**config.mk**
```make
export PLATFORM = sky130hd
export DESIGN_NAME = pst_status_bank
export DESIGN_NICKNAME = d
export VERILOG_FILES = /design/src/design/pst_pkg.sv /design/src/design/pst_calc_if.sv /design/src/design/pst_iin_calc.sv /design/src/design/pst_status_bank.sv
export SDC_FILE = /design/constraint.sdc
export NUM_CORES = 1
export LEC_CHECK = 0
export BUFFER_PORTS_ARGS = -buffer_cell sky130_fd_sc_hd__clkbuf_2
export CAP_MARGIN = 20
export CORE_AREA = 4 4 142 144
export CTS_CLUSTER_DIAMETER = 30
export DETAILED_ROUTE_END_ITERATION = 7
export DIE_AREA = 0 0 146 148
export GPL_TIMING_DRIVEN = 1
export PLACE_DENSITY = 0.75
export SLEW_MARGIN = 20
export SYNTH_ARGS = -nofsm -noshare
export SYNTH_HDL_FRONTEND = slang
export SYNTH_SLANG_ARGS = --single-unit
```
**constraint.sdc**
```tcl
create_clock -name clk -period 7.9 [get_ports clk]
set_clock_uncertainty 0.15 [all_clocks]
set_input_delay 1.185 -clock clk [delete_from_list [all_inputs] [get_ports clk]]
set_output_delay 1.185 -clock clk [all_outputs]
set_load 0.03 [all_outputs]
```
**src/design/pst_pkg.sv**
```systemverilog
// Package with command codes, bit positions and reset values of the status and telemetry bank.
package pst_pkg;
    // ------------------------------------------------------------
    // Command codes
    // ------------------------------------------------------------
    localparam logic [7:0] CMD_VENDOR_STATUS = 8'h80;
    localparam logic [7:0] CMD_VIN = 8'h88;
    localparam logic [7:0] CMD_IIN = 8'h89;
    localparam logic [7:0] CMD_VOUT = 8'h8B;
    // ------------------------------------------------------------
    // Vendor status bit positions
    // ------------------------------------------------------------
    localparam int BIT_PHASE_FAIL = 6;
    localparam int BIT_IDSB_ERROR = 4;
    localparam int BIT_SYNC_LOST = 3;
    localparam int BIT_FAULT_GROUP = 2;
    localparam int BIT_FAULT_BUS = 0;
    localparam logic [7:0] VENDOR_USED_MASK = 8'h5D;
    // ------------------------------------------------------------
    // Communication error status bit positions
    // ------------------------------------------------------------
    localparam int CML_BAD_CMD = 7;
    localparam int CML_WRITE_RO = 1;
    // ------------------------------------------------------------
    // Reset values and field layout
    // ------------------------------------------------------------
    localparam logic [7:0] VENDOR_RESET = 8'h00;
    localparam logic [7:0] CML_RESET = 8'h00;
    localparam logic [15:0] READING_RESET = 16'h0000;
    localparam int EXP_MSB = 15;
    localparam int EXP_LSB = 11;
    localparam int MANT_MSB = 10;
    localparam int DUTY_SHIFT = 8;
    localparam int CALC_LATENCY = 2;
endpackage

```
**src/design/pst_calc_if.sv**
```systemverilog
// Interface joining the bank to its input current calculator.
`timescale 1ns/1ps
`default_nettype none
interface pst_calc_if;
    logic start;
    logic signed [10:0] iout_mant;
    logic [4:0] iout_exp;
    logic [7:0] duty;
    logic signed [10:0] trim;
    logic done;
    logic [15:0] result;
    modport req (output start, iout_mant, iout_exp, duty, trim, input done, result);
    modport unit (input start, iout_mant, iout_exp, duty, trim, output done, result);
endinterface
`default_nettype wire

```
**src/design/pst_iin_calc.sv**
```systemverilog
// Two-stage calculator of the input current reading from output current, duty and trim.
`timescale 1ns/1ps
`default_nettype none
module pst_iin_calc (
    input wire logic clk,
    input wire logic rst_n,
    pst_calc_if.unit calc
);
    logic signed [19:0] prod;
    logic [4:0] exp_s1;
    logic signed [10:0] trim_s1;
    logic valid_s1;
    logic signed [12:0] next_sum;
    logic [10:0] next_mant;

    // ------------------------------------------------------------
    // Stage one scales the output current by the duty fraction.
    // ------------------------------------------------------------
    always_ff @(posedge clk) begin
        if (!rst_n) begin
            prod <= '0;
            exp_s1 <= '0;
            trim_s1 <= '0;
            valid_s1 <= 1'b0;
        end else begin
            valid_s1 <= calc.start;
            if (calc.start) begin
                prod <= calc.iout_mant * $signed({1'b0, calc.duty});
                exp_s1 <= calc.iout_exp;
                trim_s1 <= calc.trim;
            end
        end
    end

    // ------------------------------------------------------------
    // Stage two adds the trim and saturates to the mantissa range.
    // ------------------------------------------------------------
    always_comb begin
        next_sum = {prod[19], prod[19:pst_pkg::DUTY_SHIFT]} + {{2{trim_s1[10]}}, trim_s1};
        if (next_sum[12:10] == 3'b000 || next_sum[12:10] == 3'b111) begin
            next_mant = next_sum[10:0];
        end else if (next_sum[12]) begin
            next_mant = 11'h400;
        end else begin
            next_mant = 11'h3FF;
        end
    end

    always_ff @(posedge clk) begin
        if (!rst_n) begin
            calc.result <= pst_pkg::READING_RESET;
            calc.done <= 1'b0;
        end else begin
            calc.done <= valid_s1;
            if (valid_s1) begin
                calc.result <= {exp_s1, next_mant};
            end
        end
    end
endmodule
`default_nettype wire

```
**src/design/pst_status_bank.sv**
```systemverilog
// Status and telemetry register bank reached by PMBus command code.
// ------------------------------------------------------------
// Overview of operation
// - Vendor status is one read-only byte, all zero after reset.
// - Bit 6 sets when a current-share group member fails while sharing.
// - Bit 4 sets on an inter-device serial bus error.
// - Bit 3 sets when external clock synchronisation is lost.
// - Bit 2 sets when a fault arrives through the fault group.
// - Bit 0 sets on shutdown by the enable pin used as fault line.
// - Input voltage command returns two-byte exponent-mantissa value in volts.
// - Input current is computed from output current, duty and calibration trim.
// - Input current reading may be inaccurate in diode emulation mode.
// - Output voltage command returns unsigned two bytes scaled by two to minus 13.
// - Writes to these read-only registers are refused and set communication bit 1.
// ------------------------------------------------------------
`timescale 1ns/1ps
`default_nettype none
module pst_status_bank (
    input wire logic clk,
    input wire logic rst_n,
    input wire logic cmd_valid,
    input wire logic cmd_write,
    input wire logic [7:0] cmd_code,
    input wire logic clear_faults,
    input wire logic share_member,
    input wire logic enable_fault_bus_mode,
    input wire logic phase_fail_evt,
    input wire logic idsb_error_evt,
    input wire logic sync_lost_evt,
    input wire logic fault_group_evt,
    input wire logic fault_bus_shutdown_evt,
    input wire logic telem_valid,
    input wire logic [15:0] vin_value,
    input wire logic [15:0] iout_value,
    input wire logic [15:0] vout_value,
    input wire logic [7:0] duty_frac,
    input wire logic [10:0] input_current_cal_trim,
    input wire logic diode_emulation_mode,
    output logic rd_valid,
    output logic rd_two_bytes,
    output logic [15:0] rd_data,
    output logic [7:0] communication_error_status,
    output logic iin_inaccurate
);
    logic [7:0] vendor_status;
    logic [15:0] vin_reg;
    logic [15:0] iin_reg;
    logic [15:0] vout_reg;
    logic [7:0] next_set;
    logic is_mapped;
    pst_calc_if calc_bus ();

    // ------------------------------------------------------------
    // Command decode.
    // ------------------------------------------------------------
    always_comb begin
        if (cmd_code == pst_pkg::CMD_VENDOR_STATUS) begin
            is_mapped = 1'b1;
        end else if (cmd_code == pst_pkg::CMD_VIN) begin
            is_mapped = 1'b1;
        end else if (cmd_code == pst_pkg::CMD_IIN) begin
            is_mapped = 1'b1;
        end else if (cmd_code == pst_pkg::CMD_VOUT) begin
            is_mapped = 1'b1;
        end else begin
            is_mapped = 1'b0;
        end
    end

    // ------------------------------------------------------------
    // Vendor status flags; a new event wins over a clear.
    // ------------------------------------------------------------
    always_comb begin
        next_set = 8'h00;
        next_set[pst_pkg::BIT_PHASE_FAIL] = phase_fail_evt && share_member;
        next_set[pst_pkg::BIT_IDSB_ERROR] = idsb_error_evt;
        next_set[pst_pkg::BIT_SYNC_LOST] = sync_lost_evt;
        next_set[pst_pkg::BIT_FAULT_GROUP] = fault_group_evt;
        next_set[pst_pkg::BIT_FAULT_BUS] = fault_bus_shutdown_evt && enable_fault_bus_mode;
    end

    always_ff @(posedge clk) begin
        if (!rst_n) begin
            vendor_status <= pst_pkg::VENDOR_RESET;
        end else if (clear_faults) begin
            vendor_status <= next_set & pst_pkg::VENDOR_USED_MASK;
        end else begin
            vendor_status <= (vendor_status | next_set) & pst_pkg::VENDOR_USED_MASK;
        end
    end

    // ------------------------------------------------------------
    // Communication error flags.
    // ------------------------------------------------------------
    always_ff @(posedge clk) begin
        if (!rst_n) begin
            communication_error_status <= pst_pkg::CML_RESET;
        end else begin
            if (clear_faults) begin
                communication_error_status <= pst_pkg::CML_RESET;
            end
            if (cmd_valid && cmd_write && is_mapped) begin
                communication_error_status[pst_pkg::CML_WRITE_RO] <= 1'b1;
            end
            if (cmd_valid && !is_mapped) begin
                communication_error_status[pst_pkg::CML_BAD_CMD] <= 1'b1;
            end
        end
    end

    // ------------------------------------------------------------
    // Telemetry capture.
    // ------------------------------------------------------------
    assign calc_bus.start = telem_valid;
    assign calc_bus.iout_mant = iout_value[pst_pkg::MANT_MSB:0];
    assign calc_bus.iout_exp = iout_value[pst_pkg::EXP_MSB:pst_pkg::EXP_LSB];
    assign calc_bus.duty = duty_frac;
    assign calc_bus.trim = input_current_cal_trim;

    pst_iin_calc u_calc (
        .clk(clk),
        .rst_n(rst_n),
        .calc(calc_bus.unit)
    );

    always_ff @(posedge clk) begin
        if (!rst_n) begin
            vin_reg <= pst_pkg::READING_RESET;
            vout_reg <= pst_pkg::READING_RESET;
        end else if (telem_valid) begin
            vin_reg <= vin_value;
            vout_reg <= vout_value;
        end
    end

    always_ff @(posedge clk) begin
        if (!rst_n) begin
            iin_reg <= pst_pkg::READING_RESET;
            iin_inaccurate <= 1'b0;
        end else if (calc_bus.done) begin
            iin_reg <= calc_bus.result;
            iin_inaccurate <= diode_emulation_mode;
        end
    end

    // ------------------------------------------------------------
    // Read answer; writes return nothing and change no reading.
    // ------------------------------------------------------------
    always_ff @(posedge clk) begin
        if (!rst_n) begin
            rd_valid <= 1'b0;
            rd_two_bytes <= 1'b0;
            rd_data <= 16'h0000;
        end else begin
            rd_valid <= cmd_valid && !cmd_write;
            rd_two_bytes <= 1'b0;
            rd_data <= 16'h0000;
            if (cmd_valid && !cmd_write) begin
                if (cmd_code == pst_pkg::CMD_VENDOR_STATUS) begin
                    rd_data <= {8'h00, vendor_status};
                end else if (cmd_code == pst_pkg::CMD_VIN) begin
                    rd_data <= vin_reg;
                    rd_two_bytes <= 1'b1;
                end else if (cmd_code == pst_pkg::CMD_IIN) begin
                    rd_data <= iin_reg;
                    rd_two_bytes <= 1'b1;
                end else if (cmd_code == pst_pkg::CMD_VOUT) begin
                    rd_data <= vout_reg;
                    rd_two_bytes <= 1'b1;
                end
            end
        end
    end
endmodule
`default_nettype wire

```
==> results of run 1 <==
## cells in the mapped netlist (all sizes together) (2+ instances only)
cell type,instances,area share
mux2i,92,0.11
o21bai,3,0.0027
a211o,4,0.0041
clkbuf,35,0.016
fa,72,0.17
ha,48,0.071
buf,15,0.011
a211oi,2,0.0024
nor3b,2,0.0018
nand3,10,0.0059
a21oi,32,0.019
inv,94,0.042
nand4,12,0.0089
xor2,6,0.0062
or3,2,0.0015
a21boi,4,0.0036
o2111ai,2,0.0021
o21a,2,0.0018
nor2b,83,0.062
o311ai,3,0.0052
nand4b,2,0.0021
a21o,7,0.0062
nor3,5,0.0030
nand2,65,0.029
dfxtp,120,0.28
a311o,2,0.0024
nor2,45,0.020
o31ai,2,0.0018
a22oi,2,0.0018
o211ai,3,0.0027
xnor2,14,0.015
a31oi,15,0.019
o21ai,25,0.015
and2,44,0.033
nand2b,4,0.0030
or2,4,0.0030
nand3b,4,0.0036
## critical path, stage by stage
cell	delay, ps
clkbuf_2	190
nand2_1	110
fa_1	540
inv_1	50
fa_1	490
fa_1	540
inv_1	50
fa_1	470
inv_1	40
ha_1	330
a21oi_1	260
nor2_1	80
a211oi_1	330
a21oi_1	190
o311ai_0	490
a21o_1	190
a31oi_1	70
## power by group
part           switching, W  internal [W]  total (W)
registers         0.0000249      0.000654   0.000679
clock network      0.000253      0.000598   0.000851
logic              0.000581      0.000477    0.00106
## metal layers
| metal | share of wire | routed length, um | up-vias | global-route usage |
|---|---|---|---|---|
| li1 | - | - | 3125 | - |
| met1 | 0.47 | 7699 | 2792 | 0.1991 |
| met2 | 0.47 | 7809 | 121 | 0.2715 |
| met3 | 0.047 | 775 | 18 | 0.03525 |
| met4 | 0.011 | 184 | 0 | 0.03669 |
| met5 | 0 | 0 | - | 0 |
## kinds of logic (layout without fill, tap and decap cells)
kind of cell    count (synthesis)  in the layout  share of synthesized area
flops                         120            120                     0.2845
fa+ha+maj                     120            120                     0.2418
mux                            92             92                     0.1091
buf+inv                       144            236                    0.06786
simple gates                  287            287                     0.1802
other cells                     1              6                  0.0004441
xor+xnor                       20             20                    0.02074
compound gates                113            113                    0.09542
## stage by stage
step                area [sq um]  hold WS (ps)
floorplan                   8463         303.7
global placement            9106         304.0
detailed placement          9106         322.9
CTS                         9768         329.9
global route                9768         351.7
finish                      9768         325.8
## layout make-up
| type | instances | share of cell area |
|---|---|---|
| clock buffers | 23 | 0.05098 |
| clock inverters | 7 | 0.01678 |
| inverters | 94 | 0.03612 |
| multi-input cells | 638 | 0.5618 |
| flip-flops and latches | 120 | 0.2459 |
| well taps | 234 | 0.02997 |
| repair buffers | 112 | 0.05841 |
## worst paths after layout
kind	start	endpoint	slack, ps	cells after the start
worst min-delay path	communication_error_status[7]	communication_error_status[7]	330	2
worst max register to register	u_calc.prod[8]	u_calc.calc.result[5]	4880	10
worst max-delay path	duty_frac[0]	u_calc.prod[19]	2380	17
worst min register to register	communication_error_status[7]	communication_error_status[7]	330	2
==> run metrics, run 1 <==
actual slew at the worst max-slew pin=roughly 1000 ps; fmax=0.1810 GHz; clk slew on worst S/H paths=50 ps; drt first pass iters=4; CP Class=in -> reg; first-pass GRT wire length=roughly 29000 um; drt total wl=16470 um; crit path capture type=register; Syn Inst Count=897; pwr/cell area=around 260 nW/um^2; insertion delay to the later sink of the worst-skew pair=about 400 ps; Slew Viols, Final=0; register area=around 2400 sq um; Core Region=18710 sq um; largest net degree at the start of global routing=106; final-report setup violation count=0; post-CTS setup buffers=0; Via density=4.932; Place WS=1956 ps; min-delay worst type=reg -> reg; routed via count=6056; leakage power=4.564 nW; Initial Utilization=0.4514; # clock sinks=120; Max-Cap Viols=0; GR Overflow Total=0; fin crit period=between 5000 and 6000 ps; DR WL/cell=between 10 and 15 um; crit path DAT=between 5000 and 6000 ps; die area=about 22000 sq um; CTS Root Cell=clkbuf_16; CTS Buffer Depth=2; FFs w/ async S/R, synth=0; RSZ-0062 raised after global routing=no; maximum VDD drop=160.9 uV; sequential share of the synthesized area=0.2845; Worst Slack Setup Final=2376 ps; Final Hold Fails=0; dpl hpwl=roughly 13000 um; most common cell after layout, fill and taps aside=dfxtp_1; # rows=50; area grow syn2layout=15.68%; maximum fanout along the worst path=10; Iter 0 DRT Violations=170; layout cells sized above 1=0.1600; die width=between 100 and 150 um; gp weighted congestion=0.8620; Final Power=approximately 0.0026 W; Final Util=0.5222; Warnings, synthesis=0; Routed Antenna Nets=0; vias in the first global route=~6200; cts hold-fix bufs=0; outcome=finished clean; chip height=148 um; Fillers=between 1500 and 2000; H-tree depth=4; CP startpoint kind=input pin; nets=about 1200; diodes inserted=0; highest-count cells in the layout ignoring fill and taps=dfxtp_1 (120), clkbuf_2 (108), inv_1 (94), mux2i_1 (92), nor2b_1 (82); flops & latches, synth=120; Setup TNS Final=0 ps; DR DRC count=0; Port Buffer Count=109; initial antenna violation count=0; area of the multi-input gates=5488 sq um; Cell variety after synth=between 50 and 60; io pins=roughly 120; Non-Filler Instances=about 1200; CTS Buf Count=17; Mapped Area=8444 sq um; number of synthesized flops with an enable pin=0; CP Data Required Time=approximately 8000 ps; All-Layer GR Usage=0.1562; ys flop type=dfxtp_1; CTS tree=done; fin crit share=0.6993; Resize count post-CTS=0; Mean Syn Cell Area=about 9.4 sq um; total placed cells including tap cells=1198; Slew headroom=0.3073
Note: power is estimated with default switching activity, not from simulation.
==> run 2, diff against run 1 <==
==> constraint.sdc (replaced) <==
create_clock -name clk -period 5.3 [get_ports clk]
set_clock_uncertainty 0.15 [all_clocks]
set_input_delay 0.795 -clock clk [delete_from_list [all_inputs] [get_ports clk]]
set_output_delay 0.795 -clock clk [all_outputs]
set_load 0.03 [all_outputs]
==> run 2 against run 1 <==
Net effect:
- setup slack worse by 2000 ps
- critical path depth unchanged
- flip-flop and latch count did not move
- clock-buffer cell count decreased by 2
- routed wire length up 0.97%
- first-iteration DRC count rose by 33%
- power up 48%
- via count rose by 0.97%
- critical endpoint unchanged
- largest cell class unchanged
==> run metrics, run 2 (synthesis gave the netlist of run 1 again) <==
CTS tree=done; H-tree depth=4 (unchanged); crit path capture type=register; chip height=148 um (unchanged); Slew Viols, Final=0 (unchanged); gp weighted congestion=0.8369 (-2.9%); drt total wl=16630 um (+0.97%); post-CTS setup buffers=0 (unchanged); initial antenna violation count=0 (unchanged); Largest delay share family, worst path=adder cells; fin crit period=4915 ps; CTS Buf Count=17 (unchanged); Fillers=1686 (+0.66%); io pins=116 (unchanged); area of the multi-input gates=5488 sq um (unchanged); WHS=317.9 ps (-7.891 ps); Final Hold Fails=0 (unchanged); Initial Utilization=0.4514 (unchanged); Crit path top cell by count=fa_1; Port Buffer Count=109 (unchanged); worst path bufs/invs=4 (unchanged); Cell Area, Placed=9159 sq um (+0.58%); Final Cell Area=9769 sq um (about the same); maximum VDD drop=225.2 uV (+40%); outcome=finished clean; maximum fanout along the worst path=11 (+1); DR WL/cell=13.46 um (+0.39%); Routed Antenna Nets=0 (unchanged); min-delay worst type=reg -> reg; CP Data Required Time=5380 ps (-2600 ps); layout cells sized above 1=0.1658 (+0.005874); dpl hpwl=13000 um (+0.87%); Worst Hold Path Cells=2 (unchanged); cts hold-fix bufs=0 (unchanged); leakage power=4.576 nW (+0.25%); # clock sinks=120 (unchanged); most common cell after layout, fill and taps aside=dfxtp_1; Core Region=18710 sq um (unchanged); actual slew at the worst max-slew pin=1000 ps (-39.02 ps); Crit-path slowest cell=fa_1; critical path depth in cells=17 (unchanged); crit path DAT=5000 ps (-610 ps); largest net degree at the start of global routing=67 (-37%); insertion delay to the later sink of the worst-skew pair=400 ps (about the same); area grow syn2layout=15.69% (about the same); Via density=4.951 (+0.40%); Max-Cap Viols=0 (unchanged); DR DRC count=0 (unchanged); pwr/cell area=390.9 nW/um^2 (+48%); # rows=50 (unchanged); first-pass GRT wire length=28750 um (+0.51%); Iter 0 DRT Violations=226 (+33%); nets=1199 (+0.59%); CP Cell Sequence=clkbuf_2 > nand2_1 > fa_1 > inv_1 > fa_1 > fa_1 > inv_1 > fa_1 > inv_1 > ha_1 > a21oi_1 > nor2_1 > a211oi_1 > a21oi_1 > o311ai_0 > a21o_1 > a31oi_1; drt first pass iters=5 (+1); CP Class=in -> reg; CTS Root Cell=clkbuf_16; fin crit share=0.9273; die area=21610 sq um (unchanged); RSZ-0062 raised after global routing=no; die width=146 um (unchanged); Resize count post-CTS=0 (unchanged); All-Layer GR Usage=0.1571 (+0.0008525); fmax=0.2035 GHz; register area=2404 sq um (about the same); diodes inserted=0 (unchanged); final-report setup violation count=0 (unchanged); R2R depth=10 (unchanged); CP startpoint kind=input pin; vias in the first global route=6134 (-0.97%); routed via count=6115 (+0.97%); clk slew on worst S/H paths=50 ps (about the same); CP max stage delay=540 ps (about the same); GR Overflow Total=0 (unchanged); Slew headroom=0.3333 (+0.02601); CTS Buffer Depth=2 (unchanged); highest-count cells in the layout ignoring fill and taps=dfxtp_1 (119), clkbuf_2 (108), inv_1 (94), mux2i_1 (92), nor2b_1 (82)
[run 2: cell count changes in the layout (fill, tap and decap cells not counted), sizes merged]
| cell | previous run | this run |
|---|---|---|
| clkbuf | 131 | 129 |
| buf | 4 | 11 |
| bufinv | 5 | 4 |
| clkinv | 2 | 5 |
[run 2: worst min-delay path, cell delays in order, from the launching register on]
cell and delay, ps:
dfxtp_1 300, nand2_1 40, a21boi_0 70
[run 2: report_power, final]
part           internal, W  switching, W
clock network     0.000803      0.000369
logic             0.000753      0.000878
registers         0.000975     0.0000419
[run 2: through the flow]
stage | total power (W) | TNS [ps] | cells | setup WS, ps | utilization
3_5_place_dp | 0.002680 | -97.58 | 1205 | -72.32 | 0.4896
4_1_cts | 0.003871 | 0 | 1235 | 351.0 | 0.5222
2_1_floorplan | 0.002310 | 0 | 902 | 112.8 | -
5_1_grt | 0.004179 | 0 | 1235 | 117.6 | 0.5223
6_report | 0.003819 | 0 | 1235 | 385.2 | 0.5223
3_3_place_gp | 0.002622 | 0 | 1205 | 8.087 | 0.4896
[run 2: layout make-up]
cell class,instances,area share
inverter,94,0.03612
clock inverter,9,0.01524
timing repair buffer,119,0.06378
tap,234,0.02997
multi-input combinational,638,0.5617
clock buffer,21,0.04713
sequential,120,0.2460
[run 2: per-layer routing]
layer	up-vias	wire, um	GRT usage
li1	3124	-	-
met3	14	737	0.03035
met1	2837	7705	0.2084
met5	-	0	0
met4	0	189	0.04045
met2	140	7995	0.2654
[run 2: worst paths after layout]
path | start | to | slack (ps)
worst max register to register | u_calc.prod[8] | u_calc.calc.result[1] | 2290
worst max-delay path | duty_frac[3] | u_calc.prod[19] | 390
worst min register to register | communication_error_status[7] | communication_error_status[7] | 320
worst min-delay path | communication_error_status[7] | communication_error_status[7] | 320
